`config.mk`:
```
export PLATFORM = sky130hd
export DESIGN_NAME = prm_rotation
export DESIGN_NICKNAME = d
export VERILOG_FILES = /design/src/prm_pkg.sv /design/src/prm_step_if.sv /design/src/prm_rotation.sv /design/src/prm_step_eng.sv
export VERILOG_INCLUDE_DIRS = /design/src
export SDC_FILE = /design/constraint.sdc
export NUM_CORES = 1
export LEC_CHECK = 0
export BUFFER_PORTS_ARGS = -buffer_cell sky130_fd_sc_hd__buf_2
export CORE_UTILIZATION = 55
export DETAILED_ROUTE_END_ITERATION = 10
export GPL_TIMING_DRIVEN = 0
export PLACE_DENSITY = 0.8
export SLEW_MARGIN = 20
export SYNTH_ARGS = -nofsm -noshare
export SYNTH_HDL_FRONTEND = slang
export SYNTH_SLANG_ARGS = --single-unit
```
`constraint.sdc`:
```
create_clock -name i_sys_clk -period 31 [get_ports i_sys_clk]
set_input_delay 4.65 -clock i_sys_clk [delete_from_list [all_inputs] [get_ports i_sys_clk]]
set_output_delay 4.65 -clock i_sys_clk [all_outputs]
set_load 0.02 [all_outputs]
```
`src/prm_regs.svh`:
```
// Purpose: constants of the pump rotation manager
// Assumes: 125 MHz system clock
// Notes:   index values are 1-based, 1 selects pump output 1
`ifndef PRM_REGS_SVH
`define PRM_REGS_SVH

// number of pump outputs and level inputs
`define PRM_NUM_PUMPS      4
// next-output index after program init or power loss
`define PRM_IDX_INIT       3'h1
// output limit after reset, and the legal limit values
`define PRM_LIMIT_RST      3'h4
`define PRM_LIMIT_MIN      3'h2
`define PRM_LIMIT_MAX      3'h4
// scan period in ns, clock period in ns, and scan period in clock cycles
`define PRM_SCAN_PERIOD_NS 1000
`define PRM_CLK_PERIOD_NS  8
`define PRM_SCAN_CYCLES    (`PRM_SCAN_PERIOD_NS / `PRM_CLK_PERIOD_NS)
`define PRM_SCAN_CNT_W     7

`endif

```
`src/prm_pkg.sv`:
```
// Purpose: types and shared arithmetic of the pump rotation manager
// Assumes: four pumps, 1-based index
// Notes:   functions are shared by the scan control and the step engine
`include "prm_regs.svh"

package prm_pkg;

	typedef logic [2:0]      prm_idx_t;
	typedef logic [2:0]      prm_cnt_t;
	typedef logic [3:0][1:0] prm_age_t;

	// number of set bits
	function automatic prm_cnt_t prm_pop(input logic [3:0] v);
		prm_cnt_t c;
		c = 3'h0;
		for (int i = 0; i < 4; i++) begin
			c = c + {2'h0, v[i]};
		end
		return c;
	endfunction : prm_pop

	// pumps usable under a limit
	function automatic logic [3:0] prm_lim_mask(input prm_cnt_t lim);
		logic [3:0] m;
		unique case (lim)
			3'h2:    m = 4'h3;
			3'h3:    m = 4'h7;
			default: m = 4'hf;
		endcase
		return m;
	endfunction : prm_lim_mask

	// index following x, wrapping after the limit back to 1
	function automatic prm_idx_t prm_next(input prm_idx_t x, input prm_cnt_t lim);
		return (x >= lim) ? `PRM_IDX_INIT : prm_idx_t'(x + 3'h1);
	endfunction : prm_next

	// bring an index into 1..limit
	function automatic prm_idx_t prm_wrap(input prm_idx_t x, input prm_cnt_t lim);
		return (x == 3'h0 || x > lim) ? `PRM_IDX_INIT : x;
	endfunction : prm_wrap

	// bit position of a 1-based index
	function automatic logic [1:0] prm_bit(input prm_idx_t x);
		return x[1:0] - 2'h1;
	endfunction : prm_bit

	// is the limit one of the accepted values
	function automatic logic prm_lim_ok(input prm_cnt_t lim);
		return lim >= `PRM_LIMIT_MIN && lim <= `PRM_LIMIT_MAX;
	endfunction : prm_lim_ok

endpackage : prm_pkg

```
`src/prm_step_if.sv`:
```
// Purpose: carries rotation state to the step engine and the result back
// Assumes: one scan evaluation per use
// Notes:   ctl drives the present state, eng returns the next state
`timescale 1ns/1ps

interface prm_step_if;
	prm_pkg::prm_idx_t idx;
	prm_pkg::prm_cnt_t limit;
	prm_pkg::prm_cnt_t target;
	logic [3:0]        on_mask;
	prm_pkg::prm_age_t age;
	prm_pkg::prm_idx_t idx_next;
	logic [3:0]        on_next;
	prm_pkg::prm_age_t age_next;

	modport ctl (output idx, limit, target, on_mask, age,
	             input  idx_next, on_next, age_next);
	modport eng (input  idx, limit, target, on_mask, age,
	             output idx_next, on_next, age_next);
endinterface : prm_step_if

```
`src/prm_rotation.sv`:
```
// Purpose: pump rotation manager, level switches in, pump drives out
// Assumes: inputs synchronous to i_sys_clk, one scan per scan tick
// Notes:   level and limit inputs are sampled only on the scan tick, program init and power loss act in any cycle
//
// Contract
// - running pump count equals ON input count, capped by limit and four.
// - on a rise, pumps start in ascending circular order from the index.
// - on a fall, the longest continuously running pumps stop first.
// - after a stop, the index moves to the pump after those stopped.
// - the current index is visible on an integer output.
// - the limit accepts only two, three or four.
// - limit two uses pumps one and two only, three and four stay off.
// - limit three uses pumps one to three, pump four stays off.
// - limit four lets all four pumps rotate.
// - an unconnected level input counts as OFF.
// - program initialisation loads the index with one.
// - with the option set, power loss restores index one, else keeps it.
`timescale 1ns/1ps
`include "prm_regs.svh"

module prm_rotation (
	input  wire logic       i_sys_clk,
	input  wire logic       i_rst_n,
	input  wire logic [3:0] i_level,
	input  wire logic [3:0] i_level_conn,
	input  wire logic [2:0] i_limit,
	input  wire logic       i_prog_init,
	input  wire logic       i_power_restored,
	input  wire logic       i_reset_on_loss,
	output logic [3:0]      o_pump,
	output logic [2:0]      o_next_output_index,
	output logic [2:0]      o_limit,
	output logic            o_scan_tick
);

	localparam logic [`PRM_SCAN_CNT_W-1:0] SCAN_LAST =
		`PRM_SCAN_CNT_W'(`PRM_SCAN_CYCLES - 1);

	logic [`PRM_SCAN_CNT_W-1:0] scan_cnt_reg;
	logic [`PRM_SCAN_CNT_W-1:0] scan_cnt_next;
	logic                       scan_tick;
	logic [3:0]                 pump_reg;
	prm_pkg::prm_age_t          age_reg;
	prm_pkg::prm_idx_t          idx_reg;
	prm_pkg::prm_idx_t          idx_next;
	prm_pkg::prm_cnt_t          limit_reg;
	prm_pkg::prm_cnt_t          limit_use;
	logic [3:0]                 level_on;
	prm_pkg::prm_cnt_t          level_cnt;
	prm_pkg::prm_cnt_t          target;
	logic                       loss_reset;
	logic [3:0]                 pump_in_lim;
	logic [3:0]                 stop_mask;
	logic                       stop_one;
	prm_pkg::prm_idx_t          stop_num;
	logic                       stop_oldest;
	logic [3:0][7:0]            run_reg;
	logic [3:0][7:0]            run_next;

	// 1-based number of the lowest pump bit set, zero when none is set
	function automatic prm_pkg::prm_idx_t prm_pump_num(input logic [3:0] v);
		prm_pkg::prm_idx_t num;
		num = 3'h0;
		for (int i = 3; i >= 0; i--) begin
			if (v[i]) begin
				num = prm_pkg::prm_idx_t'(i + 1);
			end
		end
		return num;
	endfunction : prm_pump_num

	prm_step_if step ();

	// scan tick divider
	assign scan_tick     = (scan_cnt_reg == SCAN_LAST);
	assign scan_cnt_next = scan_tick ? '0 : scan_cnt_reg + `PRM_SCAN_CNT_W'(1);

	// wanted pump count
	assign level_on   = i_level & i_level_conn;
	assign level_cnt  = prm_pkg::prm_pop(level_on);
	assign limit_use  = prm_pkg::prm_lim_ok(i_limit) ? i_limit : limit_reg;
	assign target     = (level_cnt > limit_use) ? limit_use : level_cnt;
	assign loss_reset = i_power_restored && i_reset_on_loss;

	// step engine inputs
	assign step.idx     = idx_reg;
	assign step.limit   = limit_use;
	assign step.target  = target;
	assign step.on_mask = pump_reg;
	assign step.age     = age_reg;

	prm_step_eng u_eng (
		.st (step.eng)
	);

	// index source: init and power loss win over the scan result
	always_comb begin
		idx_next = idx_reg;
		if (i_prog_init) begin
			idx_next = `PRM_IDX_INIT;
		end else if (loss_reset) begin
			idx_next = `PRM_IDX_INIT;
		end else if (scan_tick) begin
			idx_next = step.idx_next;
		end
	end

	always_ff @(posedge i_sys_clk or negedge i_rst_n) begin
		if (!i_rst_n) begin
			scan_cnt_reg <= '0;
		end else begin
			scan_cnt_reg <= scan_cnt_next;
		end
	end

	always_ff @(posedge i_sys_clk or negedge i_rst_n) begin
		if (!i_rst_n) begin
			idx_reg <= `PRM_IDX_INIT;
		end else begin
			idx_reg <= idx_next;
		end
	end

	always_ff @(posedge i_sys_clk or negedge i_rst_n) begin
		if (!i_rst_n) begin
			limit_reg <= `PRM_LIMIT_RST;
		end else if (scan_tick) begin
			limit_reg <= limit_use;
		end
	end

	always_ff @(posedge i_sys_clk or negedge i_rst_n) begin
		if (!i_rst_n) begin
			pump_reg <= 4'h0;
			age_reg  <= '0;
		end else if (i_prog_init) begin
			pump_reg <= 4'h0;
			age_reg  <= '0;
		end else if (scan_tick) begin
			pump_reg <= step.on_next;
			age_reg  <= step.age_next;
		end
	end

	assign o_pump              = pump_reg;
	assign o_next_output_index = idx_reg;
	assign o_limit             = limit_reg;
	assign o_scan_tick         = scan_tick;

	// run time of each pump in scans, saturating, kept only for the checks below
	assign pump_in_lim = pump_reg & prm_pkg::prm_lim_mask(limit_use);
	assign stop_mask   = (scan_tick && !i_prog_init) ? pump_in_lim & ~step.on_next : 4'h0;
	assign stop_one    = (stop_mask != 4'h0) && ((stop_mask & (stop_mask - 4'h1)) == 4'h0);
	assign stop_num    = prm_pump_num(stop_mask);

	// a pump that goes off starts again from zero
	always_comb begin
		for (int i = 0; i < 4; i++) begin
			run_next[i] = run_reg[i];
			if (!step.on_next[i]) begin
				run_next[i] = 8'h00;
			end else if (run_reg[i] != 8'hff) begin
				run_next[i] = run_reg[i] + 8'h01;
			end
		end
	end

	// a stopping pump must have run at least as long as every pump kept on
	always_comb begin
		stop_oldest = 1'b1;
		for (int i = 0; i < 4; i++) begin
			for (int j = 0; j < 4; j++) begin
				if (stop_mask[i] && pump_reg[j] && step.on_next[j]
					&& run_reg[i] < run_reg[j]) begin
					stop_oldest = 1'b0;
				end
			end
		end
	end

	// cleared with the pumps on program init
	always_ff @(posedge i_sys_clk or negedge i_rst_n) begin
		if (!i_rst_n) begin
			run_reg <= '0;
		end else if (i_prog_init) begin
			run_reg <= '0;
		end else if (scan_tick) begin
			run_reg <= run_next;
		end
	end
endmodule : prm_rotation

```
`src/prm_step_eng.sv`:
```
// Purpose: applies every switch-on or switch-off step of one scan
// Assumes: limit already legal, target already clipped to the limit
// Notes:   age 0 is the pump that has been on longest
`timescale 1ns/1ps

module prm_step_eng (
	prm_step_if.eng st
);

	logic [3:0]        m;
	prm_pkg::prm_age_t a;
	prm_pkg::prm_idx_t ix;
	prm_pkg::prm_idx_t p;
	prm_pkg::prm_cnt_t cnt;
	logic              done;

	always_comb begin
		m    = st.on_mask & prm_pkg::prm_lim_mask(st.limit);
		a    = '0;
		ix   = prm_pkg::prm_wrap(st.idx, st.limit);
		p    = ix;
		cnt  = 3'h0;
		done = 1'b0;
		// compact ages of the pumps still allowed
		for (int i = 0; i < 4; i++) begin
			for (int j = 0; j < 4; j++) begin
				if (m[i] && m[j] && st.age[j] < st.age[i]) begin
					a[i] = a[i] + 2'h1;
				end
			end
		end
		// one step per unit of difference between running and wanted
		for (int s = 0; s < 4; s++) begin
			cnt  = prm_pkg::prm_pop(m);
			done = 1'b0;
			if (cnt < st.target) begin
				// first idle pump in ascending circular order from the index
				p = ix;
				for (int k = 0; k < 4; k++) begin
					if (!done && !m[prm_pkg::prm_bit(p)]) begin
						m[prm_pkg::prm_bit(p)] = 1'b1;
						a[prm_pkg::prm_bit(p)] = cnt[1:0];
						done                   = 1'b1;
					end
					p = prm_pkg::prm_next(p, st.limit);
				end
			end else if (cnt > st.target) begin
				// oldest running pump goes off, index moves past it
				for (int j = 0; j < 4; j++) begin
					if (!done && m[j] && a[j] == 2'h0) begin
						m[j] = 1'b0;
						ix   = prm_pkg::prm_next(prm_pkg::prm_idx_t'(j + 1), st.limit);
						done = 1'b1;
					end
				end
				for (int j = 0; j < 4; j++) begin
					if (m[j]) begin
						a[j] = a[j] - 2'h1;
					end
				end
			end
		end
		st.on_next  = m;
		st.age_next = a;
		st.idx_next = ix;
	end

endmodule : prm_step_eng

```
==> results.sh <==
export IMPL_cts_sinks=25
export IMPL_tns_ps=0
export IMPL_netlist_area_leader_share_pct=22.7
export IMPL_status="finished, final reports clean"
export IMPL_ys_ff_latch=25
export IMPL_clockBufferDepth=2
export IMPL_crit_path_max_incr_delay_ps=750
export IMPL_drv_slew=0
export IMPL_finalSetupViolations=0
export IMPL_synth_ff_type="dfrtp_1"
export IMPL_ys_warn_count=0
export IMPL_crit_slowest_cell="inv_1"
export IMPL_placed_area_um2=9200
export IMPL_die_y_um=129
export IMPL_io_buffers=25
export IMPL_clk_pin_slew_ps=70
export IMPL_fill_cells=1466
export IMPL_slew_limit_headroom_pct=28.6
export IMPL_htreeDepth=1
export IMPL_syn_inst=1183
export IMPL_post_dp_hpwl_um=20100
export IMPL_synth_edf_count=0
export IMPL_synth_fp_nets=1364
export IMPL_post_cts_setup_buffers=0
export IMPL_drive_above_1_share_pct=8.50
export IMPL_maxCapViolations=0
export IMPL_worstPathMaxFanout=14
export IMPL_initial_core_util_pct=57.1
export IMPL_rows=45
export IMPL_drt_iter0_markers=957
export IMPL_end_kind="flip-flop"
export IMPL_vias_per_cell=6.42
export IMPL_yosysTopAreaCell="ha_1"
export IMPL_vias=9130
export IMPL_coreArea_um2=15400
export IMPL_worstMarginPinSlew_ps=1070
export IMPL_cts_hold_buffers=0
export IMPL_track_usage_pct=30.4
export IMPL_hold_depth=2
export IMPL_fin_skew_ps=8.48
export IMPL_async_reset_ff_share_pct=100
export IMPL_largest_register_ffs=8
export IMPL_cts_resized=0
export IMPL_clock_fmax_ghz=0.0420
export IMPL_antenna_found_initial=0
export IMPL_drt_wl_total_um=25300
export IMPL_ios=27
export IMPL_final_nets=1394
export IMPL_clock_latency_ps=260
export IMPL_route_detailed_drc=0
export IMPL_dieArea_um2=16500
export IMPL_syn2layout_area_growth_pct=5.37
export IMPL_postRouteAntennaNets=0
export IMPL_cts_buffers=3
export IMPL_ff2ff_path_depth=79
export IMPL_avgSynthCellArea_um2=7.44
export IMPL_critPathRequiredTime_ps=31170
export IMPL_grt_pass1_wl_um=41200
export IMPL_die_w_um=129
export IMPL_synth_most_common_cell="ha_1"
export IMPL_clockRootBuffer="clkbuf_16"
export IMPL_hp_class="reg2reg"
export IMPL_n_antenna_cell=0
export IMPL_syn_area_um2=8810
export IMPL_crit_type="in2reg"
export IMPL_worst_setup_path_start_kind="primary input"
export IMPL_yosys_top_cells_area="ha_1 23%, dfrtp_1 6.5%, nand2_1 5.8%"
export IMPL_yosysSeqAreaShare_pct=7.13
export IMPL_fin_area_um2=9280
export IMPL_worstPathArrival_ps=23980
export IMPL_ys_types=109
export IMPL_yosys_top_cells_count="160 x ha_1, 135 x nand2_1, 113 x inv_1"
export IMPL_cts_tree="built"
export IMPL_dr_pass1_iters=8
export IMPL_final_period_utilization_pct=76.8
export IMPL_routabilityCongestion=0.969
export IMPL_grt_max_degree=26
export IMPL_min_period_ps=23800
export IMPL_wl_per_cell_um=17.8
export IMPL_overflow=0
export IMPL_post_route_util_pct=60.2
export IMPL_hold_viol=0
export IMPL_grt_pass1_vias=8650
export IMPL_cpMostUsedCell="ha_1"
export IMPL_grt_setup_unrepaired="false"
==> metrics by stage <==
step / instances / setup slack [ps] / hold slack, ps
2_1_floorplan: 1183 / 10510 / 449
3_3_place_gp: 1419 / 7580 / 464
3_5_place_dp: 1419 / 7200 / 472
4_1_cts: 1423 / 7430 / 487
5_1_grt: 1423 / 5900 / 509
6_report: 1423 / 7200 / 484
==> final timing paths <==
kind / slack [ps] / from / endpoint
setup / recovery: 7200 / i_limit[1] / age_reg[2]
hold / removal: 480 / age_reg[3] / age_reg[3]
setup reg to reg: 11480 / o_limit[0] / age_reg[2]
hold reg to reg: 480 / age_reg[3] / age_reg[3]
max in group asynchronous: 26260 / i_rst_n / age_reg[1]
min in group asynchronous: 4370 / i_rst_n / scan_cnt_reg[1]
==> cell type report <==
cell class	count	area, um2	share of cell area [%]
clock buffer	3	75.1	0.809
buffer	28	120	1.29
inverter	119	449	4.84
multi-input combinational	1011	7610	82.0
tap	211	264	2.84
timing repair buffer	25	125	1.35
clock inverter	1	7.51	0.0809
sequential	25	628	6.77
==> logic make-up after synthesis <==
group | Yosys count | synth area share [%]
mux | 37 | 4.55
flops | 25 | 7.13
compound gates | 368 | 32.0
buf+inv | 147 | 6.45
simple gates | 418 | 23.7
fa+ha+maj | 167 | 24.1
xor+xnor | 21 | 2.09
==> metal layers <==
metal / GRT usage [%] / up-vias / routed length (um)
li1: - / 4401 / -
met1: 40.2 / 4298 / 11200
met2: 51.1 / 368 / 11500
met3: 2.58 / 63 / 1590
met4: 12.1 / 0 / 937
met5: 0 / - / 0
==> worst max-delay path, delay by kind of cell <==
family	cells	cell delay (ps)
simple gates	23	4550
buf+inv	13	2890
compound gates	28	6360
fa+ha+maj	17	5560
==> layout by cell type, fill, tap and decap left out, types with 6 or more instances in the layout <==
| master | Yosys | routed |
|---|---|---|
| nor3b_1 | 6 | 6 |
| a32oi_1 | 13 | 13 |
| inv_1 | 113 | 113 |
| nand2_1 | 135 | 135 |
| and2_1 | 25 | 25 |
| a21oi_1 | 82 | 82 |
| o221ai_1 | 7 | 7 |
| nor2_1 | 76 | 76 |
| dfrtp_1 | 23 | 23 |
| nor3_1 | 11 | 11 |
| nand2b_1 | 33 | 33 |
| or3_1 | 9 | 9 |
| a21o_1 | 21 | 21 |
| xnor2_1 | 9 | 9 |
| clkbuf_1 | 22 | 21 |
| a211oi_1 | 13 | 13 |
| o32ai_1 | 6 | 6 |
| o21ai_0 | 53 | 53 |
| a221oi_1 | 6 | 6 |
| ha_1 | 160 | 160 |
| nor2b_1 | 24 | 24 |
| nand3_1 | 52 | 52 |
| and3_1 | 20 | 20 |
| xor2_1 | 12 | 12 |
| mux2i_1 | 31 | 31 |
| o31ai_1 | 10 | 10 |
| o22ai_1 | 6 | 6 |
| buf_2 | 2 | 27 |
| a311oi_1 | 6 | 6 |
| o21a_1 | 6 | 6 |
| o211ai_1 | 14 | 14 |
| a31oi_1 | 12 | 12 |
Power is left out: the tool's default activity adds up to more than one toggle a clock period on the data nets, which glitch-free logic cannot reach.
